$ cat src/pkg/ssw_pkg.sv
// Shared constants for the supply supervisor with watchdog and reset hold.
// Assumes one 10 MHz system clock; every time is given in its own unit.
package ssw_pkg;

  // ****************************************************************
  // Clock and time base
  // ****************************************************************
  localparam int unsigned CLK_PERIOD_NS = 100;
  localparam int unsigned TICK_NS       = 1000;
  localparam int unsigned TICK_CYCLES   = TICK_NS / CLK_PERIOD_NS;
  localparam int unsigned TICK_W        = 4;

  // ****************************************************************
  // Reset hold and strobe window
  // ****************************************************************
  localparam int unsigned HOLD_TIME_MS   = 200;
  localparam int unsigned WINDOW_TIME_MS = 1600;
  localparam int unsigned HOLD_TICKS     = HOLD_TIME_MS * (1000000 / TICK_NS);
  localparam int unsigned WINDOW_TICKS   = WINDOW_TIME_MS * (1000000 / TICK_NS);
  localparam int unsigned CNT_W          = 21;

  // ****************************************************************
  // Manual reset input filter
  // ****************************************************************
  localparam int unsigned BTN_GLITCH_NS     = 100;
  localparam int unsigned BTN_MIN_LOW_NS    = 1000;
  localparam int unsigned BTN_FILTER_NS     = 500;
  localparam int unsigned BTN_FILTER_CYCLES =
    (BTN_FILTER_NS + CLK_PERIOD_NS - 1) / CLK_PERIOD_NS;
  localparam int unsigned DB_W              = 3;

  // ****************************************************************
  // Input synchroniser lanes and their reset levels
  // ****************************************************************
  localparam int unsigned IN_SUPPLY_LOW = 0;
  localparam int unsigned IN_BUTTON_N   = 1;
  localparam int unsigned IN_STROBE     = 2;
  localparam int unsigned IN_FLOAT      = 3;
  localparam int unsigned IN_W          = 4;
  localparam logic [3:0]  SYNC_RST      = 4'hb;

  typedef enum logic [1:0] {
    SSW_ASSERT,
    SSW_HOLD,
    SSW_RELEASED
  } ssw_state_type;

endpackage : ssw_pkg

$ cat src/core/ssw_debounce.sv
// Glitch filter and debouncer for the manual reset level.
// Assumes the input is already synchronised to clk_sys_in.
`timescale 1ns/1ps
`default_nettype none

module ssw_debounce (
  input  wire logic clk_sys_in,
  input  wire logic arst_n_in,
  input  wire logic level_in,
  output var  logic level_out
);

  logic [ssw_pkg::DB_W-1:0] cnt_reg;
  logic                     level_reg;
  logic                     differs;

  assign differs   = level_in != level_reg;
  assign level_out = level_reg;

  // ****************************************************************
  // Stability counter
  // ****************************************************************
  // Any return to the old level restarts the count, so bounce and short
  // dips never reach the output.
  always_ff @(posedge clk_sys_in or negedge arst_n_in) begin
    if (!arst_n_in) begin
      cnt_reg <= '0;
    end else if (!differs) begin
      cnt_reg <= '0;
    end else if (cnt_reg != ssw_pkg::DB_W'(ssw_pkg::BTN_FILTER_CYCLES - 1)) begin
      cnt_reg <= cnt_reg + ssw_pkg::DB_W'(1);
    end else begin
      cnt_reg <= '0;
    end
  end

  // Idle level high, as with the pull-up on an open input
  always_ff @(posedge clk_sys_in or negedge arst_n_in) begin
    if (!arst_n_in) begin
      level_reg <= 1'b1;
    end else if (differs &&
                 cnt_reg == ssw_pkg::DB_W'(ssw_pkg::BTN_FILTER_CYCLES - 1)) begin
      level_reg <= level_in;
    end
  end
endmodule : ssw_debounce

`default_nettype wire

$ cat src/core/ssw_supervisor.sv
// Supply supervisor: undervoltage, manual reset and watchdog drive reset.
// Assumes the comparator result and the pins arrive asynchronously.
//
// What this block does
// - Undervoltage indication asserts reset
// - Active-low and optional active-high complementary outputs
// - Hold reset after supply recovers
// - Manual reset low asserts reset
// - Reject manual reset dips near 100 ns
// - Debounce manual reset push-button
// - Unconnected manual reset reads inactive high; this block has no pull-up, so the pin needs one outside
// - Hold reset after manual reset release
// - Every strobe edge clears watchdog timer
// - Full window without strobe edge asserts reset
// - Hold reset after watchdog timeout
// - Any reset clears watchdog timer
// - Timer held clear until reset deasserts
// - Floating strobe disables the watchdog
// - Hold time 200 ms, 140 to 280
// - Strobe window 1.6 s, 1.12 to 2.40
`timescale 1ns/1ps
`default_nettype none

module ssw_supervisor #(
  parameter logic [ssw_pkg::CNT_W-1:0] HOLD_TICKS   = ssw_pkg::CNT_W'(ssw_pkg::HOLD_TICKS),
  parameter logic [ssw_pkg::CNT_W-1:0] WINDOW_TICKS = ssw_pkg::CNT_W'(ssw_pkg::WINDOW_TICKS),
  parameter bit                        HAS_HIGH_OUT = 1'b1
) (
  input  wire logic clk_sys_in,
  input  wire logic arst_n_in,
  input  wire logic supply_low_in,
  input  wire logic manual_reset_n_in,
  input  wire logic watchdog_strobe_in,
  input  wire logic watchdog_strobe_float_in,
  output var  logic reset_n_out,
  output var  logic reset_out
);

  logic [ssw_pkg::IN_W-1:0]   in_vec;
  logic [ssw_pkg::IN_W-1:0]   sync1_reg;
  logic [ssw_pkg::IN_W-1:0]   sync2_reg;
  logic                       supply_low;
  logic                       strobe;
  logic                       strobe_float;
  logic                       manual_reset_n;
  logic                       strobe_prev_reg;
  logic                       strobe_edge;
  logic [ssw_pkg::TICK_W-1:0] tick_cnt_reg;
  logic                       tick;
  logic [ssw_pkg::CNT_W-1:0]  wd_cnt_reg;
  logic                       wd_expired;
  logic [ssw_pkg::CNT_W-1:0]  hold_cnt_reg;
  logic                       hold_done;
  logic                       cause;
  logic                       reset_n_reg;
  logic                       reset_reg;
  ssw_pkg::ssw_state_type     state_reg;
  ssw_pkg::ssw_state_type     state_next;

  // ****************************************************************
  // Input synchronisers
  // ****************************************************************
  assign in_vec[ssw_pkg::IN_SUPPLY_LOW] = supply_low_in;
  assign in_vec[ssw_pkg::IN_BUTTON_N]   = manual_reset_n_in;
  assign in_vec[ssw_pkg::IN_STROBE]     = watchdog_strobe_in;
  assign in_vec[ssw_pkg::IN_FLOAT]      = watchdog_strobe_float_in;

  // Reset levels favour a held reset with the watchdog disabled
  for (genvar i = 0; i < ssw_pkg::IN_W; i++) begin : g_sync
    always_ff @(posedge clk_sys_in or negedge arst_n_in) begin
      if (!arst_n_in) begin
        sync1_reg[i] <= ssw_pkg::SYNC_RST[i];
        sync2_reg[i] <= ssw_pkg::SYNC_RST[i];
      end else begin
        sync1_reg[i] <= in_vec[i];
        sync2_reg[i] <= sync1_reg[i];
      end
    end
  end

  assign supply_low   = sync2_reg[ssw_pkg::IN_SUPPLY_LOW];
  assign strobe       = sync2_reg[ssw_pkg::IN_STROBE];
  assign strobe_float = sync2_reg[ssw_pkg::IN_FLOAT];

  // ****************************************************************
  // Manual reset filter
  // ****************************************************************
  ssw_debounce u_button_debounce (
    .clk_sys_in (clk_sys_in),
    .arst_n_in  (arst_n_in),
    .level_in   (sync2_reg[ssw_pkg::IN_BUTTON_N]),
    .level_out  (manual_reset_n)
  );

  // ****************************************************************
  // Time base
  // ****************************************************************
  // Hold and window counters advance once per microsecond tick, which
  // keeps them narrow; resolution of one tick is far inside tolerance.
  always_ff @(posedge clk_sys_in or negedge arst_n_in) begin
    if (!arst_n_in) begin
      tick_cnt_reg <= '0;
    end else if (tick) begin
      tick_cnt_reg <= '0;
    end else begin
      tick_cnt_reg <= tick_cnt_reg + ssw_pkg::TICK_W'(1);
    end
  end

  assign tick = tick_cnt_reg == ssw_pkg::TICK_W'(ssw_pkg::TICK_CYCLES - 1);

  // ****************************************************************
  // Watchdog strobe edge detection
  // ****************************************************************
  // Strobe pulses shorter than one clock period can be missed; the
  // input must hold each level at least one cycle to be seen.
  always_ff @(posedge clk_sys_in or negedge arst_n_in) begin
    if (!arst_n_in) begin
      strobe_prev_reg <= ssw_pkg::SYNC_RST[ssw_pkg::IN_STROBE];
    end else begin
      strobe_prev_reg <= strobe;
    end
  end

  assign strobe_edge = strobe != strobe_prev_reg;

  // ****************************************************************
  // Watchdog timer
  // ****************************************************************
  always_ff @(posedge clk_sys_in or negedge arst_n_in) begin
    if (!arst_n_in) begin
      wd_cnt_reg <= '0;
    end else if (state_reg != ssw_pkg::SSW_RELEASED) begin
      wd_cnt_reg <= '0;
    end else if (strobe_edge || strobe_float) begin
      wd_cnt_reg <= '0;
    end else if (tick) begin
      if (wd_cnt_reg == WINDOW_TICKS - ssw_pkg::CNT_W'(1)) begin
        wd_cnt_reg <= '0;
      end else begin
        wd_cnt_reg <= wd_cnt_reg + ssw_pkg::CNT_W'(1);
      end
    end
  end

  // A floating strobe never times out
  assign wd_expired = tick && !strobe_edge && !strobe_float &&
                      state_reg == ssw_pkg::SSW_RELEASED &&
                      wd_cnt_reg == WINDOW_TICKS - ssw_pkg::CNT_W'(1);

  // ****************************************************************
  // Reset causes and hold state machine
  // ****************************************************************
  // Watchdog cause is a single-cycle pulse; the state machine turns it
  // into a full hold period on its own.
  assign cause = supply_low || !manual_reset_n || wd_expired;

  assign hold_done = tick && hold_cnt_reg == HOLD_TICKS - ssw_pkg::CNT_W'(1);

  always_comb begin
    state_next = state_reg;
    case (state_reg)
      ssw_pkg::SSW_ASSERT: begin
        if (!cause) begin
          state_next = ssw_pkg::SSW_HOLD;
        end
      end
      ssw_pkg::SSW_HOLD: begin
        if (cause) begin
          state_next = ssw_pkg::SSW_ASSERT;
        end else if (hold_done) begin
          state_next = ssw_pkg::SSW_RELEASED;
        end
      end
      ssw_pkg::SSW_RELEASED: begin
        if (cause) begin
          state_next = ssw_pkg::SSW_ASSERT;
        end
      end
      default: begin
        state_next = ssw_pkg::SSW_ASSERT;
      end
    endcase
  end

  always_ff @(posedge clk_sys_in or negedge arst_n_in) begin
    if (!arst_n_in) begin
      state_reg <= ssw_pkg::SSW_ASSERT;
    end else begin
      state_reg <= state_next;
    end
  end

  // Hold counter restarts from zero whenever any cause reappears
  always_ff @(posedge clk_sys_in or negedge arst_n_in) begin
    if (!arst_n_in) begin
      hold_cnt_reg <= '0;
    end else if (cause || state_reg != ssw_pkg::SSW_HOLD) begin
      hold_cnt_reg <= '0;
    end else if (tick) begin
      hold_cnt_reg <= hold_cnt_reg + ssw_pkg::CNT_W'(1);
    end
  end

  // ****************************************************************
  // Reset outputs
  // ****************************************************************
  always_ff @(posedge clk_sys_in or negedge arst_n_in) begin
    if (!arst_n_in) begin
      reset_n_reg <= 1'b0;
      reset_reg   <= HAS_HIGH_OUT;
    end else begin
      reset_n_reg <= state_next == ssw_pkg::SSW_RELEASED;
      reset_reg   <= HAS_HIGH_OUT && state_next != ssw_pkg::SSW_RELEASED;
    end
  end

  assign reset_n_out = reset_n_reg;
  assign reset_out   = reset_reg;
endmodule : ssw_supervisor

`default_nettype wire

$ cat config.mk
export PLATFORM = sky130hd
export DESIGN_NAME = ssw_supervisor
export DESIGN_NICKNAME = d
export VERILOG_FILES = /design/src/pkg/ssw_pkg.sv /design/src/core/ssw_debounce.sv /design/src/core/ssw_supervisor.sv
export SDC_FILE = /design/constraint.sdc
export NUM_CORES = 1
export LEC_CHECK = 0
export ABC_CLOCK_PERIOD_IN_PS = 2700
export BUFFER_PORTS_ARGS = -buffer_cell sky130_fd_sc_hd__buf_2
export CAP_MARGIN = 20
export CORE_UTILIZATION = 60
export DETAILED_ROUTE_END_ITERATION = 10
export GPL_ROUTABILITY_DRIVEN = 0
export PLACE_DENSITY = 0.77
export RECOVER_POWER = 50
export SYNTH_ARGS = -nofsm -noshare
export SYNTH_HDL_FRONTEND = slang
export SYNTH_HIERARCHICAL = 1
export SYNTH_SLANG_ARGS = --single-unit
export TNS_END_PERCENT = 5
$ cat constraint.sdc
create_clock -name clk_sys_in -period 2.7 [get_ports clk_sys_in]
set_input_delay 0.405 -clock clk_sys_in [delete_from_list [all_inputs] [get_ports clk_sys_in]]
set_output_delay 0.405 -clock clk_sys_in [all_outputs]
set_load 0.01 [all_outputs]
* Word level (Yosys, flattened, before mapping) *
Index checks and enable logic that the tools add are counted.

storage, ports and cells
  register bits after elaboration = 63
  output and inout bits = 2
  logic and storage cells = 64

cells by class
  $add $sub $neg = 4
  equal/unequal tests = 13
  multiplexer cells = 14
  reductions and logical operators = 16

operators with widths
  kind                                                                     count
  21-bit 2-to-1 mux                                                        6
  21-bit by 1-bit adder with 21-bit output, second input constant          2
  21-bit by 18-bit == test with 1-bit output, second input constant        1
  21-bit == test, second input constant                                    1
  2-bit 2-to-1 mux                                                         4
  1-bit logical AND                                                        6
  3-bit 2-to-1 mux                                                         2
  2-bit case mux with 3 select lines                                       1
  4-bit by 1-bit adder with 4-bit output, second input constant            1
  2-bit == test, second input constant                                     2
  4-bit == test, second input constant                                     1
  1-bit logical OR                                                         4
  4-bit 2-to-1 mux                                                         1
  2-bit inequality test, second input constant                             2
  3-bit by 1-bit adder with 3-bit output, second input constant            1
  3-bit == test, second input constant                                     1
  1-bit zero test                                                          3
  3-bit inequality test, second input constant                             1
  3-bit nonzero test                                                       1
  2-bit by 1-bit == test with 1-bit output, second input constant          1
  2-bit zero test                                                          1
  1-bit inequality test                                                    2
  2-bit by 1-bit inequality test with 1-bit output, second input constant  1
  2-bit nonzero test                                                       1

* Longest topological paths before layout *
Gate-level depths: netlist of the first run.

  depth in word-level cells = 10
  mapped depth = 7

* Hierarchy *
Netlist of the first run, hierarchy kept.

modules (own cells, without submodules)
  module          instances  cells an instance  area each (um2)  sequential area each (um2)
  ssw_supervisor  1          276                2881.5           1485.2
  ssw_debounce    1          16                 191.4            101.3

* Worst setup path before layout of the first run *
Ideal clock, no wire load.

  path type = reg2reg
  start point = register wd_cnt_reg[9] in the netlist's numbering
  end point = register wd_cnt_reg[14] in the netlist's numbering
  setup time = 0.121 ns
  data arrival time = 1.811 ns
  data required time = 2.579 ns
  setup slack = 0.768 ns
  cell stages (with the launch flop) = 8
  cells stage by stage = dfrtp_1 > buf_2 > or4b_4 > nor3_4 > a21boi_4 > buf_6 > a21o_1 > a22o_1

between the ends
  word-level cells in the longest chain between the ends = 5
  elaborated cells between the ends (all ways) = 6

RTL lines
  item                                                                        RTL line                                      text
  start: declaration                                                          ssw_supervisor.sv:50                          logic [ssw_pkg::CNT_W-1:0] wd_cnt_reg;
  start signal: assignment                                                    ssw_supervisor.sv:141                         wd_cnt_reg <= wd_cnt_reg + ssw_pkg::CNT_W'(1);
  21-bit by 1-bit adder with 21-bit output or 21-bit == test (tied branches)  ssw_supervisor.sv:141, ssw_supervisor.sv:138
  21-bit 2-to-1 mux *                                                         ssw_supervisor.sv:138                         if (wd_cnt_reg == WINDOW_TICKS - ssw_pkg::CNT_W'(1)) begin
  21-bit 2-to-1 mux *                                                         ssw_supervisor.sv:137                         end else if (tick) begin
  21-bit 2-to-1 mux *                                                         ssw_supervisor.sv:135                         end else if (strobe_edge || strobe_float) begin
  21-bit 2-to-1 mux *                                                         ssw_supervisor.sv:133                         end else if (state_reg != ssw_pkg::SSW_RELEASED) begin

Mark *: on every way between the ends. The rest lies on a longest branch, timed or not. The select of a mux whose other input is x is not followed.
A chain may end at the register's enable or synchronous reset.

* Final worst setup path of the first run *
  start point = register tick_cnt_reg[2] in the netlist's numbering
  end point = register wd_cnt_reg[5] in the netlist's numbering

between the ends
  word-level cells in the longest chain between the ends = 2

RTL lines
  item                                 RTL line               text
  start: declaration                   ssw_supervisor.sv:48   logic [ssw_pkg::TICK_W-1:0] tick_cnt_reg;
  start signal: assignment             ssw_supervisor.sv:106  tick_cnt_reg <= tick_cnt_reg + ssw_pkg::TICK_W'(1);
  4-bit == test                        ssw_supervisor.sv:110  assign tick = tick_cnt_reg == ssw_pkg::TICK_W'(ssw_pkg::TICK_CYCLES - 1);
  3-bit nonzero test (no source line)  -

No other way between the ends.

==> results by group, run 1 <==
Status
  • Outcome: finished, final reports clean

Final layout
  • Final Instance Count excl. Fillers: 376
  • Fillers: 372
  • Most common cell after layout, fill and taps aside: dfrtp_1
  • Commonest non-fill, non-tap cells in the layout: dfrtp_1, nor2_1, nand2_1, nand3_1, xor2_1
  • Final core occ: 69.6%
  • FF/Latch Area: 1590 um2
  • Post-route design area: 3350 um2
  • Share of cells above drive strength 1: 14.9%
  • Final nets: 314
  • Multi-input gate area: 1400 um2
  • Inserted Diodes: 0
  • Area Overhead vs Synth: 9.16%

Clocking
  • CTS Buffer Depth: 2
  • H-Tree Level Count: 3
  • Root Driver: clkbuf_8
  • CTS tree: yes
  • Cts repair resizes: 0
  • CTS Hold Bufs: 0
  • Clock sink count: 63
  • # Post-CTS Setup Buffers: 0
  • Worst-path clk slew: 70 ps
  • TritonCTS buffer count: 9
  • Worst skew pair latency: 330 ps

Die
  • Core Rows: 25
  • Core Area: 4820 um2
  • Initial core utilization: 63.8%
  • Die H: 73.6 um
  • Num ports: 8
  • Die area: 5410 um2
  • Die width: 73.6 um

Yosys
  • Synth top area cells: dfrtp_1, dfstp_2, xor2_1
  • FFs w/ async S/R, synth: 100%
  • Net Count, Synth: 302
  • #FFs+latches synth: 63
  • Post-synth EDFFs: 0
  • Synth unique cells: 49
  • Seq/Total Area, Yosys: 51.6%
  • Syn Inst Count: 292
  • Top cell type's share of synthesized area: 44.8%
  • Top FF cell, synth: dfrtp_1
  • Syn avg cell area: 10.5 um2
  • Synth warn: 6
  • Synth Cell Area: 3070 um2
  • Yosys top cell by area: dfrtp_1

Global route
  • Congestion Overflow GR: 0
  • Pin count of the biggest net entering global routing: 64
  • First-pass GRT wire length: 9.21 mm
  • Initial antenna violation count: 0
  • Number of global-route vias before repair: 2,020
  • GRT Total Usage: 23.0%

Power and ir drop
  • Switching part of the total: 22.2%
  • Maximum VDD drop: 0.317 mV
  • Leak: 1.40 nW
  • Clock power share: 41.2%
  • Seq pwr share: 53.1%
  • Pwr/cell area: 566 nW/um2
  • Logic pwr share: 5.7%
  • Psw: 0.422 mW
  • Internal: 1.48 mW

Timing
  • Tmin final: 2350 ps
  • Final setup violation count: 0
  • Peak Freq: 425 MHz
  • Final Hold Viols: 0
  • RSZ-0062 raised after global routing: no
  • Slew at the pin closest to its max-slew limit: 1480 ps
  • Fin crit share: 87.1%
  • Max transition margin: 1.62%
  • Count of pins over their slew limit: 0
  • Fin Clk Skew: 6.34 ps
  • TNS Setup: 0 ps

Setup path
  • FF-to-FF setup slack: 350 ps
  • CP max-delay cell: a21boi_4
  • Worst R2R End: wd_cnt_reg[5]
  • Startpoint type of the worst setup path: register
  • Worst r2r src: tick_cnt_reg[2]
  • Crit path kind: register to register
  • CP cell instances: nand4bb_4, nor4_2, a21boi_4, o21ai_0, a31oi_1
  • Crit path DAT: 2610 ps
  • R2r worst-path depth: 5
  • Endpoint type of the worst setup path: register
  • Critical path's top delay family: compound AO/OA/AOI/OAI gates
  • Worst EP required: 2960 ps
  • CP Buf/Inv Count: 0
  • CP peak stage delay: 730 ps
  • Critical path peak fanout: 36

Run
  • Max Cap Viol: 0

Place
  • Placed Instance Area: 3170 um2
  • PortBufs: 7
  • Placed cells: 360
  • Hpwl dp: 3.53 mm

Hold path
  • Worst hold endpoint: sync1_reg[0]
  • Hold Crit Start: supply_low_in
  • Tightest Hold Check Type: primary input to register
  • Hold Path Stages: 1

Detailed routing
  • Initial DRC Count: 101
  • Antenna-violating nets left: 0
  • Detailed-route wire length: 5.42 mm
  • Via density: 5.78
  • Vias: 2,174
  • Pre-antenna DRT Iters: 4
  • DRC Markers: 0
  • WL per Instance: 14.4 um
worst reg2reg max path, delay by kind of cell, from the launching register on:
family / cells / cell delay, ps
simple gates: 2 / 690
flops: 1 / 450
compound gates: 3 / 1140
power groups by stage:
stage / registers, mW / logic (mW) / clock network (mW)
after CTS: 1.01 / 0.111 / 0.808
after floorplan: 1.02 / 0.0717 / 0
after detailed placement: 1.03 / 0.111 / 0
after global routing: 1.01 / 0.130 / 0.853
final: 1.01 / 0.108 / 0.783
after global placement: 1.02 / 0.108 / 0
cell usage after synthesis (3+ instances only):
cell	count
dfrtp_1	55
a22o_1	7
a31oi_1	8
nand4_1	13
nor4_2	3
dfstp_2	8
xnor2_1	9
nor2_1	29
nand3b_1	4
nand2b_1	5
and4_1	3
a21o_1	4
nand2_1	20
nor4_1	5
buf_2	4
mux2_2	3
o21ai_0	7
and2_1	3
nand3_1	19
inv_1	10
nor3_1	4
ha_1	4
xor2_1	16
a21oi_1	11
and3_1	5
cell families (layout without fill, tap and decap cells):
family          after synthesis  count (layout)  synth area share [%]
compound gates               47              47                  10.5
mux                           5               5                  1.75
fa+ha+maj                     4               4                  1.63
buf+inv                      19              36                  2.97
flops                        63              63                  51.6
xor+xnor                     25              25                  7.13
simple gates                129             129                  24.4
worst max-delay path by stage:
stage	from	to	slack, ps	depth (start not counted)
6_report	tick_cnt_reg[2]	wd_cnt_reg[5]	350	5
5_1_grt	tick_cnt_reg[2]	wd_cnt_reg[19]	110	5
4_1_cts	tick_cnt_reg[2]	wd_cnt_reg[5]	350	5
3_5_place_dp	tick_cnt_reg[2]	wd_cnt_reg[13]	350	5
3_3_place_gp	tick_cnt_reg[2]	wd_cnt_reg[20]	500	5
2_1_floorplan	wd_cnt_reg[9]	wd_cnt_reg[14]	770	7
through the flow:
stage	power, mW	hold WS (ps)	setup slack [ps]
after global routing	2.00	138	108
final	1.90	164	347
after CTS	1.93	145	350
after global placement	1.13	333	495
after floorplan	1.09	109	768
after detailed placement	1.14	339	349
routing by layer:
layer	track usage, %	wire length [um]	share of wire (%)	vias up
met2	32.9	2600	48	34
met3	7.68	182	3.4	7
met1	31.2	2570	47	1054
met5	0	0	0	-
li1	-	-	-	1079
met4	11.5	71	1.3	0
area by class of cell:
cell class / count / area share, %
Multi-Input combinational cell: 210 / 41.8
Clock inverter: 4 / 1.34
Timing Repair Buffer: 10 / 1.64
Inverter: 10 / 1.12
Sequential cell: 63 / 47.3
Tap cell: 67 / 2.50
Clock buffer: 12 / 4.33
Note: power is estimated with default switching activity, not from simulation.
==> run 2, diff against run 1 <==
CELL_PAD_IN_SITES_DETAIL_PLACEMENT = 0   (was not set)
CELL_PAD_IN_SITES_GLOBAL_PLACEMENT = 1   (was not set)
CORE_UTILIZATION = 49   (was 60)
PLACE_DENSITY = not set   (was 0.77)
PLACE_DENSITY_LB_ADDON = 0.1   (was not set)
SYNTH_HIERARCHICAL = not set   (was 1)
==> run 2 against run 1 <==
  * Sequential power about the same
  * Maximum frequency down 0.47%
  * Design area grew 1.6%
  * Clock power increased by 9.5%
  * Largest power group unchanged
  * Sequential share of layout area fell by 0.76 points
==> results by group, run 2 <==
Yosys
  • Syn avg cell area: 10.1 um2 (was 10.5 um2)
  • Main combinational cell family by area after synthesis: simple AND/OR/NAND/NOR gates (unchanged)
  • Synth unique cells: 53 (was 49)
  • Adder-Cell Fraction of Synth Area: 1.61% (was 1.63%)
  • Seq/Total Area, Yosys: 51.1% (was 51.6%)
  • FFs w/ async S/R, synth: 100% (unchanged)
  • Mux contribution to synthesized area: 1.37% (was 1.75%)
  • XOR/XNOR share of the synthesized area: 5.93% (was 7.13%)
  • Synth Cell Area: 3100 um2 (was 3070 um2)
  • Post-synth EDFFs: 0 (unchanged)
  • Top FF cell, synth: dfrtp_1 (unchanged)
  • Commonest cells in the netlist: dfrtp_1, nand2_1, nor2_1 (was dfrtp_1, nor2_1, nand2_1)
  • Top cell type's share of synthesized area: 44.4% (was 44.8%)
  • Syn Inst Count: 307 (was 292)
  • Top-count cell post-synth: dfrtp_1 (unchanged)
  • Synth warn: 0 (was 6)
  • Net Count, Synth: 317 (was 302)
  • Yosys top cell by area: dfrtp_1 (unchanged)
  • #FFs+latches synth: 63 (unchanged)
  • Synth top area cells: dfrtp_1, dfstp_2, xnor2_1 (was dfrtp_1, dfstp_2, xor2_1)
  • Post-synthesis compound-gate area fraction: 10.1% (was 10.5%)
  • Synth Area in Simple Gates: 26.3% (was 24.4%)

Clocking
  • # Post-CTS Setup Buffers: 0 (unchanged)
  • CTS Buffer Depth: 2 (unchanged)
  • CTS tree: yes (unchanged)
  • TritonCTS buffer count: 9 (unchanged)
  • Cts repair resizes: 0 (unchanged)
  • Clock sink count: 63 (unchanged)
  • Root Driver: clkbuf_8 (unchanged)
  • Worst skew pair latency: 330 ps (about the same)
  • CTS Hold Bufs: 0 (unchanged)
  • H-Tree Level Count: 3 (unchanged)
  • Worst-path clk slew: 70 ps (about the same)

Global route
  • Number of global-route vias before repair: 2,122 (was 2,020)
  • Congestion Overflow GR: 0 (unchanged)
  • Pin count of the biggest net entering global routing: 40 (was 64)
  • GRT Total Usage: 20.0% (was 23.0%)
  • First-pass GRT wire length: 9.98 mm (was 9.21 mm)
  • Initial antenna violation count: 0 (unchanged)

Setup path
  • Critical path peak fanout: 26 (was 36)
  • FF-to-FF setup slack: 340 ps (was 350 ps)
  • Worst R2R End: wd_cnt_reg[3] (was wd_cnt_reg[5])
  • Startpoint type of the worst setup path: register (unchanged)
  • R2r worst-path depth: 6 (was 5)
  • Worst EP required: 2890 ps (was 2960 ps)
  • Crit path DAT: 2560 ps (was 2610 ps)
  • Crit path kind: register to register (unchanged)
  • Worst r2r src: wd_cnt_reg[0] (was tick_cnt_reg[2])
  • Endpoint type of the worst setup path: register (unchanged)

Place
  • Placed Instance Area: 3220 um2 (was 3170 um2)
  • Placed cells: 385 (was 360)
  • PortBufs: 7 (unchanged)
  • Pre-CTS setup slack: 338 ps (was 349 ps)
  • Hpwl dp: 3.88 mm (was 3.53 mm)

Timing
  • Final setup violation count: 0 (unchanged)
  • RSZ-0062 raised after global routing: no (unchanged)
  • Minimum hold slack: 177 ps (was 164 ps)
  • Setup ws final: 336 ps (was 347 ps)
  • Final Hold Viols: 0 (unchanged)
  • Peak Freq: 423 MHz (was 425 MHz)
  • Count of pins over their slew limit: 0 (unchanged)
  • TNS Setup: 0 ps (unchanged)
  • Max transition margin: 15.3% (was 1.62%)
  • Fin Clk Skew: 7.43 ps (was 6.34 ps)
  • Slew at the pin closest to its max-slew limit: 1270 ps (was 1480 ps)
  • Tmin final: 2360 ps (was 2350 ps)
  • Fin crit share: 87.6% (was 87.1%)

Power and ir drop
  • Leak: 1.30 nW (was 1.40 nW)
  • Power Total: 1.97 mW (was 1.90 mW)
  • Pwr/cell area: 578 nW/um2 (was 566 nW/um2)
  • Maximum VDD drop: 0.329 mV (was 0.317 mV)

Final layout
  • Share of cells above drive strength 1: 15.6% (was 14.9%)
  • Post-route design area: 3410 um2 (was 3350 um2)
  • Final core occ: 56.6% (was 69.6%)
  • Final Instance Count excl. Fillers: 401 (was 376)
  • Area Overhead vs Synth: 9.88% (was 9.16%)
  • Inserted Diodes: 0 (unchanged)
  • Commonest non-fill, non-tap cells in the layout: dfrtp_1, nand2_1, nor2_1, nand3_1, xnor2_1 (was dfrtp_1, nor2_1, nand2_1, nand3_1, xor2_1)
  • Most common cell after layout, fill and taps aside: dfrtp_1 (unchanged)
  • Final nets: 331 (was 314)

Die
  • Initial core utilization: 51.5% (was 63.8%)
  • Die H: 81.6 um (was 73.6 um)
  • Die width: 81.6 um (was 73.6 um)
  • Core Area: 6030 um2 (was 4820 um2)
  • Die area: 6650 um2 (was 5410 um2)
  • Num ports: 8 (unchanged)
  • Core Rows: 28 (was 25)

Detailed routing
  • Pre-antenna DRT Iters: 4 (unchanged)
  • WL per Instance: 14.2 um (was 14.4 um)
  • DRC Markers: 0 (unchanged)
  • Antenna-violating nets left: 0 (unchanged)
  • Detailed-route wire length: 5.70 mm (was 5.42 mm)
  • Initial DRC Count: 133 (was 101)
  • Vias: 2,248 (was 2,174)
  • Via density: 5.61 (was 5.78)

Run
  • Max Cap Viol: 0 (unchanged)

Hold path
  • Worst hold endpoint: sync1_reg[3] (was sync1_reg[0])
  • Tightest Hold Check Type: primary input to register (unchanged)
  • Hold Path Stages: 1 (unchanged)
  • Hold Crit Start: watchdog_strobe_float_in (was supply_low_in)

Status
  • Outcome: finished, final reports clean (unchanged)
[run 2: cell count changes in the layout (fill, tap and decap cells not counted), moves of 6 or more]
cell | previous run | this run
xnor2_1 | 9 | 15
xor2_1 | 16 | 6
nand4_1 | 13 | 6
nand2_1 | 20 | 34
or3_1 | 0 | 12
[run 2: worst max-delay path by stage]
stage	endpoint	slack, ps	start	cells after the start
after floorplan	wd_cnt_reg[2]	730	wd_cnt_reg[0]	8
after global placement	wd_cnt_reg[9]	390	tick_cnt_reg[2]	5
after detailed placement	wd_cnt_reg[3]	340	wd_cnt_reg[0]	6
after CTS	wd_cnt_reg[3]	330	wd_cnt_reg[0]	6
after global routing	wd_cnt_reg[9]	70	tick_cnt_reg[2]	5
final	wd_cnt_reg[3]	340	wd_cnt_reg[0]	6
[run 2: cells by family after synthesis]
group	after synthesis
fa+ha+maj	4
xor+xnor	21
compound gates	51
buf+inv	21
mux	4
flops	63
simple gates	143
[run 2: critical path: stages, from the launching register on]
cell and delay, ps:
dfrtp_1 440, ha_1 230, nand3_2 140, or3_4 430, o31a_1 590, a41oi_1 340, a31oi_1 60
[run 2: cell type report]
cell class | instances | area, um2
fill | 559 | 2620
sequential | 63 | 1590
multi-input combinational | 223 | 1410
clock buffer | 13 | 169
tap | 75 | 93.8
timing repair buffer | 12 | 68.8
inverter | 12 | 45.0
clock inverter | 3 | 40.0
[run 2: routing by layer]
metal | GRT usage, % | vias to the layer above | share of wire [%]
li1 | - | 1133 | -
met1 | 29.2 | 1076 | 53
met2 | 29.1 | 35 | 43
met3 | 3.78 | 4 | 3.3
met4 | 8.07 | 0 | 0.86
met5 | 0 | - | 0
[run 2: power breakdown]
part           internal, mW  total (mW)  switching [mW]  leakage (nW)
Sequential            0.985        1.01          0.0265         0.833
Clock                 0.500       0.857           0.357         0.109
Combinational        0.0428       0.101          0.0586         0.354
Total                  1.53        1.97           0.442          1.30
==> run 3, diff against run 2 <==
ABC_AREA = 1   (was not set)
CORE_UTILIZATION = 47   (was 49)
PLACE_DENSITY = 0.75   (was not set)
PLACE_DENSITY_LB_ADDON = not set   (was 0.1)
==> run 3 against run 2 <==
  * Largest cell class is now multi-input combinational cells
  * Non-clock buffer count decreased by 1
  * The run now ends with capacitance limit, slew limit left
  * Worst hold slack got worse by 9.5 ps
  * Count of clock-buffer cells in the layout fell by 3
  * Largest power group unchanged
==> results by group, run 3 <==
Status
  • Outcome: finished, violations left (was finished, final reports clean)
  • Failing checks: capacitance limit, slew limit

Final layout
  • Inserted Diodes: 0 (unchanged)
  • Final Instance Count excl. Fillers: 571 (was 401)
  • Most common cell after layout, fill and taps aside: nand2_1 (was dfrtp_1)
  • Fillers: 715 (was 559)
  • Commonest non-fill, non-tap cells in the layout: nand2_1, nor2_1, inv_1, dfrtp_1, nand3_1 (was dfrtp_1, nand2_1, nor2_1, nand3_1, xnor2_1)
  • Final nets: 477 (was 331)
  • Area Overhead vs Synth: 9.21% (was 9.88%)
  • Post-route design area: 3860 um2 (was 3410 um2)
  • Share of cells above drive strength 1: 15.0% (was 15.6%)

Timing
  • Final setup violation count: 0 (unchanged)
  • Final Hold Viols: 0 (unchanged)
  • Fin crit share: 72.1% (was 87.6%)
  • Tmin final: 1950 ps (was 2360 ps)
  • Peak Freq: 514 MHz (was 423 MHz)
  • Max transition margin: -29.9% (was 15.3%)
  • Setup ws final: 754 ps (was 336 ps)
  • RSZ-0062 raised after global routing: no (unchanged)
  • TNS Setup: 0 ps (unchanged)
  • Fin Clk Skew: 9.35 ps (was 7.43 ps)
  • Slew at the pin closest to its max-slew limit: 1950 ps (was 1270 ps)
  • Count of pins over their slew limit: 35 (was 0)

Yosys
  • Synth unique cells: 40 (was 53)
  • Commonest cells in the netlist: nand2_1, nor2_1, inv_1 (was dfrtp_1, nand2_1, nor2_1)
  • Syn avg cell area: 7.85 um2 (was 10.1 um2)
  • Net Count, Synth: 460 (was 317)
  • Post-synth EDFFs: 0 (unchanged)
  • Synth Cell Area: 3530 um2 (was 3100 um2)
  • Yosys top cell by area: dfrtp_1 (unchanged)
  • Synth warn: 0 (unchanged)
  • #FFs+latches synth: 63 (unchanged)
  • Top FF cell, synth: dfrtp_1 (unchanged)
  • Top cell type's share of synthesized area: 39.0% (was 44.4%)
  • Synth top area cells: dfrtp_1, nand2_1, nor2_1 (was dfrtp_1, dfstp_2, xnor2_1)
  • Syn Inst Count: 450 (was 307)
  • FFs w/ async S/R, synth: 100% (unchanged)
  • Top-count cell post-synth: nand2_1 (was dfrtp_1)
  • Seq/Total Area, Yosys: 44.9% (was 51.1%)

Setup path
  • Endpoint type of the worst setup path: async pin (was register)
  • FF-to-FF setup slack: 800 ps (was 340 ps)
  • Critical path peak fanout: 34 (was 26)
  • Critical path's top delay family: buffers and inverters (was compound AO/OA/AOI/OAI gates)
  • CP cell instances: clkbuf_1, clkbuf_2 (was ha_1, nand3_2, or3_4, o31a_1, a41oi_1, a31oi_1)
  • CP peak stage delay: 1370 ps (was 590 ps)
  • Crit path kind: primary input to async pin (was register to register)
  • Startpoint type of the worst setup path: primary input (was register)
  • CP Buf/Inv Count: 2 (was 0)
  • Worst EP required: 3130 ps (was 2890 ps)
  • CP max-delay cell: clkbuf_1 (was o31a_1)
  • Crit path DAT: 2380 ps (was 2560 ps)

Global route
  • Gr busiest metal: met2 (was met1)
  • M2 GR Usage: 44.3% (was 29.1%)
  • Initial antenna violation count: 0 (unchanged)
  • Met3 track demand over resource: 5.32% (was 3.78%)
  • Pin count of the biggest net entering global routing: 35 (was 40)
  • First-pass GRT wire length: 14.0 mm (was 9.98 mm)
  • GR Util met1: 27.4% (was 29.2%)
  • Number of global-route vias before repair: 2,900 (was 2,122)
  • Congestion Overflow GR: 0 (unchanged)
  • GRT Total Usage: 24.1% (was 20.0%)

Clocking
  • Cts repair resizes: 0 (unchanged)
  • Root Driver: clkbuf_8 (unchanged)
  • Worst-path clk slew: 70 ps (about the same)
  • H-Tree Level Count: 3 (unchanged)
  • # Post-CTS Setup Buffers: 0 (unchanged)
  • Worst skew pair latency: 330 ps (about the same)
  • CTS Hold Bufs: 0 (unchanged)
  • TritonCTS buffer count: 9 (unchanged)
  • Clock sink count: 63 (unchanged)
  • CTS tree: yes (unchanged)
  • CTS Buffer Depth: 2 (unchanged)

Power and ir drop
  • Pwr/cell area: 507 nW/um2 (was 578 nW/um2)
  • Leak: 1.61 nW (was 1.30 nW)
  • Internal: 1.47 mW (was 1.53 mW)
  • Psw: 0.488 mW (was 0.442 mW)
  • Switching part of the total: 25.0% (was 22.4%)
  • Seq pwr share: 52.0% (was 51.4%)
  • Clock power share: 40.7% (was 43.5%)
  • Logic pwr share: 7.3% (was 5.1%)
  • Power Total: 1.95 mW (was 1.97 mW)
  • Maximum VDD drop: 0.215 mV (was 0.329 mV)

Detailed routing
  • Initial DRC Count: 107 (was 133)
  • Vias: 2,935 (was 2,248)
  • Via density: 5.14 (was 5.61)
  • Detailed-route wire length: 8.15 mm (was 5.70 mm)
  • WL per Instance: 14.3 um (was 14.2 um)
  • Antenna-violating nets left: 0 (unchanged)
  • DRC Markers: 0 (unchanged)
  • Pre-antenna DRT Iters: 5 (was 4)

Run
  • Max Cap Viol: 1 (was 0)

Place
  • PortBufs: 7 (unchanged)
  • Hpwl dp: 6.23 mm (was 3.88 mm)
  • Pre-CTS setup slack: 795 ps (was 338 ps)
  • Placed Instance Area: 3670 um2 (was 3220 um2)
  • Placed cells: 555 (was 385)

Die
  • Die width: 88.7 um (was 81.6 um)
  • Core Rows: 31 (was 28)
  • Num ports: 8 (unchanged)
  • Die area: 7860 um2 (was 6650 um2)
  • Initial core utilization: 48.7% (was 51.5%)
  • Core Area: 7250 um2 (was 6030 um2)
  • Die H: 88.7 um (was 81.6 um)

Hold path
  • Tightest Hold Check Type: primary input to register (unchanged)
[run 3: cell count changes after synthesis, sizes merged, moves of 12 or more]
| cell | change |
|---|---|
| o21ai | +12 |
| nand2 | +74 |
| or3 | -14 |
| nor2 | +53 |
| inv | +49 |
[run 3: final timing paths]
check | end | cells after the start | startpoint
min in group asynchronous | u_button_debounce.cnt_reg[1] | 1 | arst_n_in
worst max register to register | wd_cnt_reg[1] | 7 | wd_cnt_reg[0]
worst min-delay path | sync1_reg[0] | 1 | supply_low_in
worst max-delay path | sync1_reg[1] | 2 | arst_n_in
worst min register to register | strobe | 0 | sync1_reg[2]
max in group clk_sys_in | wd_cnt_reg[1] | 7 | wd_cnt_reg[0]
[run 3: power by group through the flow]
stage	Clock, mW	Combinational, mW	Sequential [mW]
floorplan	0	0.103	1.03
global placement	0	0.142	1.03
detailed placement	0	0.148	1.03
CTS	0.822	0.148	1.02
global route	0.862	0.166	1.02
finish	0.796	0.142	1.02
[run 3: logic make-up after synthesis]
logic type | after synthesis | share of synthesized area, %
AOI/OAI and AO/OA | 51 | 8.58
adders and majority gates | 4 | 1.42
and+or+nand+nor | 254 | 34.3
DFF | 63 | 44.9
buffers and inverters | 66 | 7.80
xor gates and xnor gates | 12 | 2.98
[run 3: final cells by class]
cell class | instances | area [um2] | area share, %
tap | 99 | 124 | 3.21
clock buffer | 10 | 128 | 3.31
inverter | 61 | 229 | 5.94
sequential | 63 | 1590 | 41.1
clock inverter | 6 | 61.3 | 1.59
multi-input combinational | 321 | 1670 | 43.3
timing repair buffer | 11 | 58.8 | 1.52
[run 3: per-stage QoR]
step / util (%) / hold WS, ps
global placement: 50.6 / 335
floorplan: - / 109
global route: 53.2 / 142
CTS: 53.3 / 150
finish: 53.2 / 167
detailed placement: 50.6 / 339
[run 3: layer usage]
layer	part of all wire [%]	vias up	wire length, um
li1	-	1486	-
met1	43	1405	3540
met2	53	30	4310
met3	2.0	14	160
met4	1.8	0	147
met5	0	-	0
